File: src/hdl/fec_pkg.sv
// package: constants, commands and carriers of the flash command host
package fec_pkg;
    localparam int ADDR_W  = 20;
    localparam int DATA_W  = 16;
    localparam int CNT_W   = 24;
    localparam int CLK_MHZ = 250;
    // ****************************************
    // register map
    // ****************************************
    localparam logic [7:0] OFS_CTRL  = 8'h00;
    localparam logic [7:0] OFS_ADDR  = 8'h04;
    localparam logic [7:0] OFS_WDATA = 8'h08;
    localparam logic [7:0] OFS_STAT  = 8'h0C;
    localparam logic [7:0] OFS_RDATA = 8'h10;
    localparam int CTRL_GO    = 0;
    localparam int CTRL_CMD   = 4;
    localparam int ST_BUSY    = 0;
    localparam int ST_DONE    = 1;
    localparam int ST_FAIL    = 2;
    localparam int ST_REFUSED = 3;
    localparam int ST_WINDOW  = 4;
    // ****************************************
    // flash status bits and command codes
    // ****************************************
    localparam int TOGGLE_BIT  = 6;
    localparam int TIMEOUT_BIT = 5;
    localparam logic [7:0] CODE_ESETUP = 8'h80;
    localparam logic [7:0] CODE_CHIP   = 8'h10;
    localparam logic [7:0] CODE_SECT   = 8'h30;
    localparam logic [7:0] CODE_SUSP   = 8'hB0;
    localparam logic [7:0] CODE_RESET  = 8'hF0;
    // ****************************************
    // timing
    // ****************************************
    localparam int WE_LOW_NS      = 35;
    localparam int WE_HIGH_NS     = 30;
    localparam int READ_NS        = 70;
    localparam int SYNC_CYC       = 3;
    localparam int WE_LOW_CYC     = (WE_LOW_NS * CLK_MHZ + 999) / 1000;
    localparam int WE_HIGH_CYC    = (WE_HIGH_NS * CLK_MHZ + 999) / 1000;
    localparam int READ_CYC       = (READ_NS * CLK_MHZ + 999) / 1000 + SYNC_CYC;
    localparam int SECT_WINDOW_US = 50;
    localparam int SUSPEND_US     = 20;
    localparam int HOLDOFF_US     = 10000;
    localparam int STROBE_LEAD    = 16;
    // ****************************************
    // types
    // ****************************************
    typedef enum logic [3:0] {
        CMD_READ, CMD_PROG, CMD_CHIP, CMD_SECT, CMD_SADD,
        CMD_SUSP, CMD_RESUME, CMD_RESET, CMD_IDREAD, CMD_POLL
    } fec_cmd_e;
    typedef struct packed {
        logic [ADDR_W-1:0] addr;
        logic [DATA_W-1:0] dout;
        logic              doe;
        logic              ceN;
        logic              weN;
        logic              oeN;
    } fec_pins_s;
    typedef struct packed {
        logic              last;
        logic [ADDR_W-1:0] addr;
        logic [DATA_W-1:0] data;
    } fec_wr_s;
    localparam fec_pins_s PINS_IDLE = '{addr: '0, dout: '0, doe: 1'b0, ceN: 1'b1, weN: 1'b1, oeN: 1'b1};
endpackage

File: src/hdl/fec_flash_host.sv
// flash command host: apb registers in, flash bus cycles out
`timescale 1ns/100ps
module fec_flash_host
    import fec_pkg::*;
#(
    parameter int                WINDOW_CYC  = SECT_WINDOW_US * CLK_MHZ,
    parameter int                HOLDOFF_CYC = HOLDOFF_US * CLK_MHZ,
    parameter int                SUSPEND_CYC = SUSPEND_US * CLK_MHZ,
    parameter logic [ADDR_W-1:0] UNLOCK_A1   = 20'h00001,
    parameter logic [ADDR_W-1:0] UNLOCK_A2   = 20'h00002,
    parameter logic [7:0]        UNLOCK_D1   = 8'h01,
    parameter logic [7:0]        UNLOCK_D2   = 8'h02,
    parameter logic [7:0]        PROG_CODE   = 8'h03,
    parameter logic [7:0]        ID_CODE     = 8'h04,
    parameter logic [7:0]        RESUME_CODE = 8'h05
) (
    // clock and reset
    input  wire logic              clk,
    input  wire logic              reset,
    // apb slave
    input  wire logic [7:0]        paddr,
    input  wire logic              psel,
    input  wire logic              penable,
    input  wire logic              pwrite,
    input  wire logic [31:0]       pwdata,
    output logic      [31:0]       prdata,
    output logic                   pready,
    output logic                   pslverr,
    // flash bus
    output fec_pins_s              pins,
    input  wire logic [DATA_W-1:0] fdataIn
);

    typedef enum {S_IDLE, S_WSET, S_WLOW, S_WHIGH, S_RLOW, S_EVAL, S_WAIT} fec_state_e;

    // ****************************************
    // write cycle table
    // ****************************************
    function automatic fec_wr_s seqWord(fec_cmd_e c, logic [2:0] s, logic [ADDR_W-1:0] a, logic [DATA_W-1:0] d);
        fec_wr_s w;
        w = '{last: 1'b1, addr: a, data: {8'h00, CODE_RESET}};
        case (c)
            CMD_PROG, CMD_CHIP, CMD_SECT, CMD_IDREAD: begin
                w.last = (c == CMD_PROG) ? (s == 3'd3) : (c == CMD_IDREAD) ? (s == 3'd2) : (s == 3'd5);
                if (s == 3'd0 || s == 3'd3) begin
                    w.addr = UNLOCK_A1;
                    w.data = {8'h00, UNLOCK_D1};
                end else if (s == 3'd1 || s == 3'd4) begin
                    w.addr = UNLOCK_A2;
                    w.data = {8'h00, UNLOCK_D2};
                end else if (s == 3'd2) begin
                    w.addr = UNLOCK_A1;
                    w.data = {8'h00, (c == CMD_PROG) ? PROG_CODE : (c == CMD_IDREAD) ? ID_CODE : CODE_ESETUP};
                end else begin
                    w.data = {8'h00, (c == CMD_CHIP) ? CODE_CHIP : CODE_SECT};
                end
                if (c == CMD_PROG && s == 3'd3) begin
                    w.addr = a;
                    w.data = d;
                end
            end
            CMD_SADD:   w.data = {8'h00, CODE_SECT};
            CMD_SUSP:   w.data = {8'h00, CODE_SUSP};
            CMD_RESUME: w.data = {8'h00, RESUME_CODE};
            default:    w.data = {8'h00, CODE_RESET};
        endcase
        return w;
    endfunction

    // ****************************************
    // flash data synchroniser
    // ****************************************
    logic [DATA_W-1:0] syncA;
    logic [DATA_W-1:0] syncB;
    logic [DATA_W-1:0] syncC;
    logic [DATA_W-1:0] fdata;
    logic [DATA_W-1:0] next_fdata;

    always_comb begin
        next_fdata = (syncB == syncC) ? syncC : fdata;
    end

    always_ff @(posedge clk) begin
        if (reset) begin
            syncA <= '0;
            syncB <= '0;
            syncC <= '0;
            fdata <= '0;
        end else begin
            syncA <= fdataIn;
            syncB <= syncA;
            syncC <= syncB;
            fdata <= next_fdata;
        end
    end

    // ****************************************
    // apb register bus
    // ****************************************
    fec_state_e        state;
    fec_cmd_e          cmd;
    logic [DATA_W-1:0] rdata;
    logic [CNT_W-1:0]  winCnt;
    logic [CNT_W-1:0]  holdCnt;
    logic              done;
    logic              fail;
    logic              refused;
    logic [ADDR_W-1:0] addrReg;
    logic [DATA_W-1:0] wdataReg;
    logic [ADDR_W-1:0] next_addrReg;
    logic [DATA_W-1:0] next_wdataReg;
    logic [31:0]       next_prdata;
    logic              next_pready;
    logic              next_pslverr;
    logic              wr;
    logic              mapped;
    logic              goReq;
    logic              clrReq;
    fec_cmd_e          goCmd;

    always_comb begin
        wr     = psel && penable && pready && pwrite;
        mapped = paddr == OFS_CTRL || paddr == OFS_ADDR || paddr == OFS_WDATA
              || paddr == OFS_STAT || paddr == OFS_RDATA;
        clrReq = wr && paddr == OFS_CTRL;
        goReq  = clrReq && pwdata[CTRL_GO];
        goCmd  = fec_cmd_e'(pwdata[CTRL_CMD+:4]);
        next_addrReg  = (wr && paddr == OFS_ADDR) ? pwdata[ADDR_W-1:0] : addrReg;
        next_wdataReg = (wr && paddr == OFS_WDATA) ? pwdata[DATA_W-1:0] : wdataReg;
        next_pready   = psel && penable && !pready;
        next_pslverr  = next_pready && !mapped;
        next_prdata   = prdata;
        if (next_pready) begin
            case (paddr)
                OFS_CTRL:  next_prdata = {24'h000000, cmd, 4'h0};
                OFS_ADDR:  next_prdata = {12'h000, addrReg};
                OFS_WDATA: next_prdata = {16'h0000, wdataReg};
                OFS_STAT:  next_prdata = {27'h0000000, winCnt > CNT_W'(STROBE_LEAD), refused, fail, done,
                                          state != S_IDLE};
                OFS_RDATA: next_prdata = {16'h0000, rdata};
                default:   next_prdata = 32'h00000000;
            endcase
        end
    end

    always_ff @(posedge clk) begin
        if (reset) begin
            addrReg  <= '0;
            wdataReg <= '0;
            prdata   <= 32'h00000000;
            pready   <= 1'b0;
            pslverr  <= 1'b0;
        end else begin
            addrReg  <= next_addrReg;
            wdataReg <= next_wdataReg;
            prdata   <= next_prdata;
            pready   <= next_pready;
            pslverr  <= next_pslverr;
        end
    end

    // ****************************************
    // command sequencer
    // ****************************************
    logic [2:0]       step;
    logic [7:0]       tmr;
    logic [CNT_W-1:0] waitCnt;
    logic             prevTog;
    logic             prevTo;
    logic             havePrev;
    fec_wr_s          w;
    fec_state_e       next_state;
    fec_cmd_e         next_cmd;
    logic [2:0]       next_step;
    logic [7:0]       next_tmr;
    logic [CNT_W-1:0] next_waitCnt;
    logic [CNT_W-1:0] next_winCnt;
    logic [CNT_W-1:0] next_holdCnt;
    fec_pins_s        next_pins;
    logic [DATA_W-1:0] next_rdata;
    logic             next_prevTog;
    logic             next_prevTo;
    logic             next_havePrev;
    logic             next_done;
    logic             next_fail;
    logic             next_refused;

    always_comb begin
        w             = seqWord(cmd, step, addrReg, wdataReg);
        next_state    = state;
        next_cmd      = cmd;
        next_step     = step;
        next_tmr      = (tmr != 8'h00) ? tmr - 8'h01 : tmr;
        next_waitCnt  = (waitCnt != '0) ? waitCnt - CNT_W'(1) : waitCnt;
        next_winCnt   = (winCnt != '0) ? winCnt - CNT_W'(1) : winCnt;
        next_holdCnt  = (holdCnt != '0) ? holdCnt - CNT_W'(1) : holdCnt;
        next_pins     = pins;
        next_rdata    = rdata;
        next_prevTog  = prevTog;
        next_prevTo   = prevTo;
        next_havePrev = havePrev;
        next_done     = clrReq ? 1'b0 : done;
        next_fail     = clrReq ? 1'b0 : fail;
        next_refused  = clrReq ? 1'b0 : refused;
        case (state)
            S_IDLE: begin
                next_pins = PINS_IDLE;
                if (goReq) begin
                    if ((goCmd == CMD_SADD && winCnt <= CNT_W'(STROBE_LEAD))
                        || (goCmd == CMD_SUSP && holdCnt != '0)) begin
                        next_refused = 1'b1;
                    end else begin
                        next_cmd      = goCmd;
                        next_step     = 3'd0;
                        next_havePrev = 1'b0;
                        next_tmr      = 8'(READ_CYC);
                        next_state    = (goCmd == CMD_READ || goCmd == CMD_POLL) ? S_RLOW : S_WSET;
                    end
                end
            end
            S_WSET: begin
                next_pins  = '{addr: w.addr, dout: w.data, doe: 1'b1, ceN: 1'b0, weN: 1'b1, oeN: 1'b1};
                next_tmr   = 8'(WE_LOW_CYC);
                next_state = S_WLOW;
            end
            S_WLOW: begin
                next_pins.weN = 1'b0;
                if (tmr == 8'h00) begin
                    next_pins.weN = 1'b1;
                    next_pins.ceN = 1'b1;
                    next_tmr      = 8'(WE_HIGH_CYC);
                    next_state    = S_WHIGH;
                    if (w.last && (cmd == CMD_SECT || cmd == CMD_SADD)) begin
                        next_winCnt = CNT_W'(WINDOW_CYC);
                    end
                    if (cmd == CMD_SUSP) begin
                        next_winCnt = '0;
                    end
                end
            end
            S_WHIGH: begin
                next_pins.doe = 1'b0;
                if (tmr == 8'h00) begin
                    next_state = S_IDLE;
                    next_tmr   = 8'(READ_CYC);
                    if (!w.last) begin
                        next_step  = step + 3'd1;
                        next_state = S_WSET;
                    end else if (cmd == CMD_PROG || cmd == CMD_CHIP || cmd == CMD_IDREAD) begin
                        next_state = S_RLOW;
                    end else if (cmd == CMD_SUSP) begin
                        next_waitCnt = CNT_W'(SUSPEND_CYC);
                        next_state   = S_WAIT;
                    end else begin
                        next_done = 1'b1;
                        if (cmd == CMD_RESUME) begin
                            next_holdCnt = CNT_W'(HOLDOFF_CYC);
                        end
                    end
                end
            end
            S_RLOW: begin
                next_pins = '{addr: addrReg, dout: '0, doe: 1'b0, ceN: 1'b0, weN: 1'b1, oeN: 1'b0};
                if (tmr == 8'h00) begin
                    next_rdata    = fdata;
                    next_pins.ceN = 1'b1;
                    next_pins.oeN = 1'b1;
                    next_state    = S_EVAL;
                end
            end
            S_EVAL: begin
                next_prevTog  = rdata[TOGGLE_BIT];
                next_prevTo   = rdata[TIMEOUT_BIT];
                next_havePrev = 1'b1;
                next_tmr      = 8'(READ_CYC);
                next_state    = S_RLOW;
                if (cmd == CMD_READ || cmd == CMD_IDREAD) begin
                    next_done  = 1'b1;
                    next_state = S_IDLE;
                end else if (havePrev && rdata[TOGGLE_BIT] == prevTog) begin
                    next_done  = 1'b1;
                    next_state = S_IDLE;
                end else if (havePrev && prevTo) begin
                    next_fail  = 1'b1;
                    next_cmd   = CMD_RESET;
                    next_step  = 3'd0;
                    next_state = S_WSET;
                end
            end
            S_WAIT: begin
                if (waitCnt == '0) begin
                    next_done  = 1'b1;
                    next_state = S_IDLE;
                end
            end
            default: next_state = S_IDLE;
        endcase
        if (goReq && state != S_IDLE) begin
            next_refused = 1'b1;
        end
    end

    always_ff @(posedge clk) begin
        if (reset) begin
            state    <= S_IDLE;
            cmd      <= CMD_READ;
            step     <= 3'd0;
            tmr      <= 8'h00;
            waitCnt  <= '0;
            winCnt   <= '0;
            holdCnt  <= '0;
            pins     <= PINS_IDLE;
            rdata    <= '0;
            prevTog  <= 1'b0;
            prevTo   <= 1'b0;
            havePrev <= 1'b0;
            done     <= 1'b0;
            fail     <= 1'b0;
            refused  <= 1'b0;
        end else begin
            state    <= next_state;
            cmd      <= next_cmd;
            step     <= next_step;
            tmr      <= next_tmr;
            waitCnt  <= next_waitCnt;
            winCnt   <= next_winCnt;
            holdCnt  <= next_holdCnt;
            pins     <= next_pins;
            rdata    <= next_rdata;
            prevTog  <= next_prevTog;
            prevTo   <= next_prevTo;
            havePrev <= next_havePrev;
            done     <= next_done;
            fail     <= next_fail;
            refused  <= next_refused;
        end
    end
endmodule

File: config.mk
export PLATFORM = sky130hd
export DESIGN_NAME = fec_flash_host
export DESIGN_NICKNAME = d
export VERILOG_FILES = /design/src/hdl/fec_pkg.sv /design/src/hdl/fec_flash_host.sv
export SDC_FILE = /design/constraint.sdc
export NUM_CORES = 1
export LEC_CHECK = 0
export ABC_AREA = 0
export BUFFER_PORTS_ARGS = -buffer_cell sky130_fd_sc_hd__buf_2
export CELL_PAD_IN_SITES_DETAIL_PLACEMENT = 0
export CELL_PAD_IN_SITES_GLOBAL_PLACEMENT = 1
export CORE_MARGIN = 8
export CORE_UTILIZATION = 35
export CTS_CLUSTER_SIZE = 28
export DETAILED_ROUTE_END_ITERATION = 8
export PLACE_DENSITY_LB_ADDON = 0.1
export SYNTH_ARGS = -nofsm -noshare
export SYNTH_HDL_FRONTEND = slang
export SYNTH_SLANG_ARGS = --single-unit
File: constraint.sdc
create_clock -name clk -period 3.35 [get_ports clk]
set_input_delay 0.1675 -clock clk [delete_from_list [all_inputs] [get_ports clk]]
set_output_delay 0.1675 -clock clk [all_outputs]
set_load 0.03 [all_outputs]
==> results_dict.tcl <==
set metrics [dict create \
    grt_max_degree 89 \
    synth_top_cell_area_share_pct 47.6 \
    post-route-period-util_pct 85.1 \
    final_layout_size_suffix_gt1_share_pct 15.1 \
    place_area_mm2 0.0126 \
    worstRegToRegCells 9 \
    slew-limit-headroom_pct 40.9 \
    min_path_cells 5 \
    synth_seq_cells 274 \
    finish.utilization_pct 43.3 \
    vias 9540 \
    synth_top_cell_by_area "dfxtp_1" \
    postCtsResizedCells 0 \
    track_usage_pct 16.2 \
    ys_types 75 \
    dp_hpwl_mm 22.5 \
    timing.setup.tns_ns 0 \
    antenna_found_initial 0 \
    synth_area_mm2 0.0115 \
    grt_pass1_vias 9077 \
    avgViaCountPerCell 4.92 \
    start_kind "flop" \
    grt_pass1_wl_mm 51.8 \
    clkSlewWorstSetupHoldPaths_ns 0.06 \
    clockBufferDepth 3 \
    rsz0062_at_grt "false" \
    holdCritPathClass "input pin to flop" \
    p_seq_share_pct 35.3 \
    setup_viol 0 \
    fmax_mhz 351 \
    final_cells 1939 \
    htree_levels 1 \
    fp.dieH_um 197 \
    cts_made_buffers 31 \
    switching_power_uw 4200 \
    cts_tree "built" \
    row_count 66 \
    ant_nets 0 \
    syn_inst 1330 \
    avgSynthCellArea_um2 8.66 \
    drt_iter0_markers 672 \
    path_depth 9 \
    cp_max_fo 16 \
    synth_area_leaders "dfxtp_1, nand2_1, a21oi_1" \
    n_antenna_cell 0 \
    hold_viol 0 \
    drc_errors 0 \
    final_nets 1546 \
    cts.sinks 274 \
    p_leak_uw 0.00543 \
    gp_congestion 0.805 \
    fin_area_mm2 0.0141 \
    async_reset_ff_share_pct 0 \
    initial_core_util_pct 35.5 \
    ys_seq_area_share_pct 47.6 \
    p_int_uw 7670 \
    area_growth_pct 22.0 \
    post_cts_buffers 0 \
    globalRoute.totalOverflow 0 \
    chipWidth_um 197 \
    cp.required_ns 3.76 \
    ys.flop_type "dfxtp_1" \
    skew_ns 0.00793 \
    clkPwrFrac_pct 30.2 \
    path_delay_family "simple AND/OR/NAND/NOR gates" \
    switching_share_pct 35.4 \
    dp.cells 1842 \
    synth.most_common_cell "dfxtp_1" \
    io_buffers 110 \
    status "complete, no violations" \
    insertion_delay_ns 0.57 \
    finalMaxSlewViolations 0 \
    period_minus_slack_ns 2.85 \
    holdWs_ns 0.0888 \
    critPathCaptureType "flop" \
    pwr_density_cell_mw_per_mm2 845 \
    coreArea_mm2 0.0325 \
    postCtsHoldBufs 39 \
    tightestPinTransition_ns 0.887 \
    avgRoutedWirePerCell_um 16.6 \
    synth_common_cells "dfxtp_1, nand2_1, nor2_1" \
    synth_edf_count 0 \
    p_comb_share_pct 34.5 \
    maxCapViolations 0 \
    cp_slowest_cell "or4b_2" \
    cp_slowest_stage_delay_ns 0.64 \
    drt_wl_total_mm 32.2 \
    cts-root-buf "clkbuf_16" \
    dieArea_mm2 0.0390 \
    crit_buf_inv 3 \
    ir_drop_mv 0.453 \
    first_pass_iters 7 \
    ios 135 \
    critical_path_class "flop to flop" \
    arrival_ns 3.26 \
    yosys_warnings 0 \
    crit_chain "inv_1 -> ha_1 -> or4b_2 -> nor2b_1 -> clkinv_1 -> buf_4 -> or3_1 -> nand2_1 -> a21oi_1" \
]
==> cell usage in the layout, fill, tap and decap left out, types with 9 or more instances in the layout <==
cell	count
dfxtp_1	274
nand2_1	168
nor2_1	155
a21oi_1	120
buf_2	109
xnor2_1	57
nor3_1	52
nor2b_1	51
dlygate4sd3_1	39
buf_4	35
clkbuf_16	31
o21ai_0	30
nand3_1	24
a22o_1	22
xor2_1	22
inv_1	21
mux2i_1	21
nor4_1	21
or3_1	20
a22oi_1	14
ha_1	13
or4_1	12
conb_1	12
nand2b_1	9
==> state kept, by name (all words and copies together) (netlist names), 3 cells and up <==
signal / count
pins: 40
waitCnt: 24
syncA: 16
winCnt: 24
cmd: 4
addrReg: 20
syncB: 16
tmr: 8
fdata: 16
step: 3
prdata: 20
state: 3
syncC: 16
wdataReg: 16
rdata: 16
holdCnt: 24
==> power groups by stage <==
stage | registers (uW) | clock network (uW) | logic [uW]
after global placement | 4260 | 0 | 4030
after CTS | 4200 | 3690 | 4120
after detailed placement | 4260 | 0 | 4050
after floorplan | 4210 | 0 | 3140
after global routing | 4280 | 3820 | 4620
final | 4200 | 3590 | 4090
==> through the flow <==
stage               power [uW]  setup slack, ns
floorplan                 7350            0.729
global placement          8290            0.527
detailed placement        8320            0.477
CTS                      12000            0.474
global route             12700            0.276
finish                   11900            0.498
==> layout make-up <==
type	instances	area, um^2
inverters	22	82.6
fillers	3254	18400
flip-flops and latches	274	5490
clock inverters	14	188
repair buffers	184	1210
well taps	442	553
multi-input cells	959	5630
clock buffers	44	905
==> kinds of logic after synthesis <==
logic type / share of synthesized area (%)
adders and majority gates: 1.41
AOI/OAI and AO/OA: 15.0
buffers and inverters: 3.98
muxes: 2.22
xor gates and xnor gates: 6.01
other: 0.0326
and+or+nand+nor: 23.8
DFF: 47.6
==> worst min-delay path, stage by stage <==
cell	delay, ns
buf_2	0.11
nor2_1	0.06
nand3_1	0.13
a21oi_1	0.08
nor2_1	0.06
==> routing by layer <==
metal	global-route usage [%]	wire length, um	share of wire (%)
met5	0	0	0
met4	2.95	423	1.3
met3	2.47	1510	4.7
met2	25.3	14300	44
met1	23.4	16000	50
==> path summary, 6_finish.rpt <==
check	slack, ns	startpoint	end
setup / recovery	0.50	tmr[0]$_SDFF_PP0_	rdata[4]$_SDFFE_PP0P_
hold / removal	0.09	paddr[2]	fail$_SDFF_PP0_
setup reg to reg	0.50	tmr[0]$_SDFF_PP0_	rdata[4]$_SDFFE_PP0P_
hold reg to reg	0.43	syncA[11]$_SDFF_PP0_	syncB[11]$_SDFF_PP0_
Note: power is estimated with default switching activity, not from simulation.
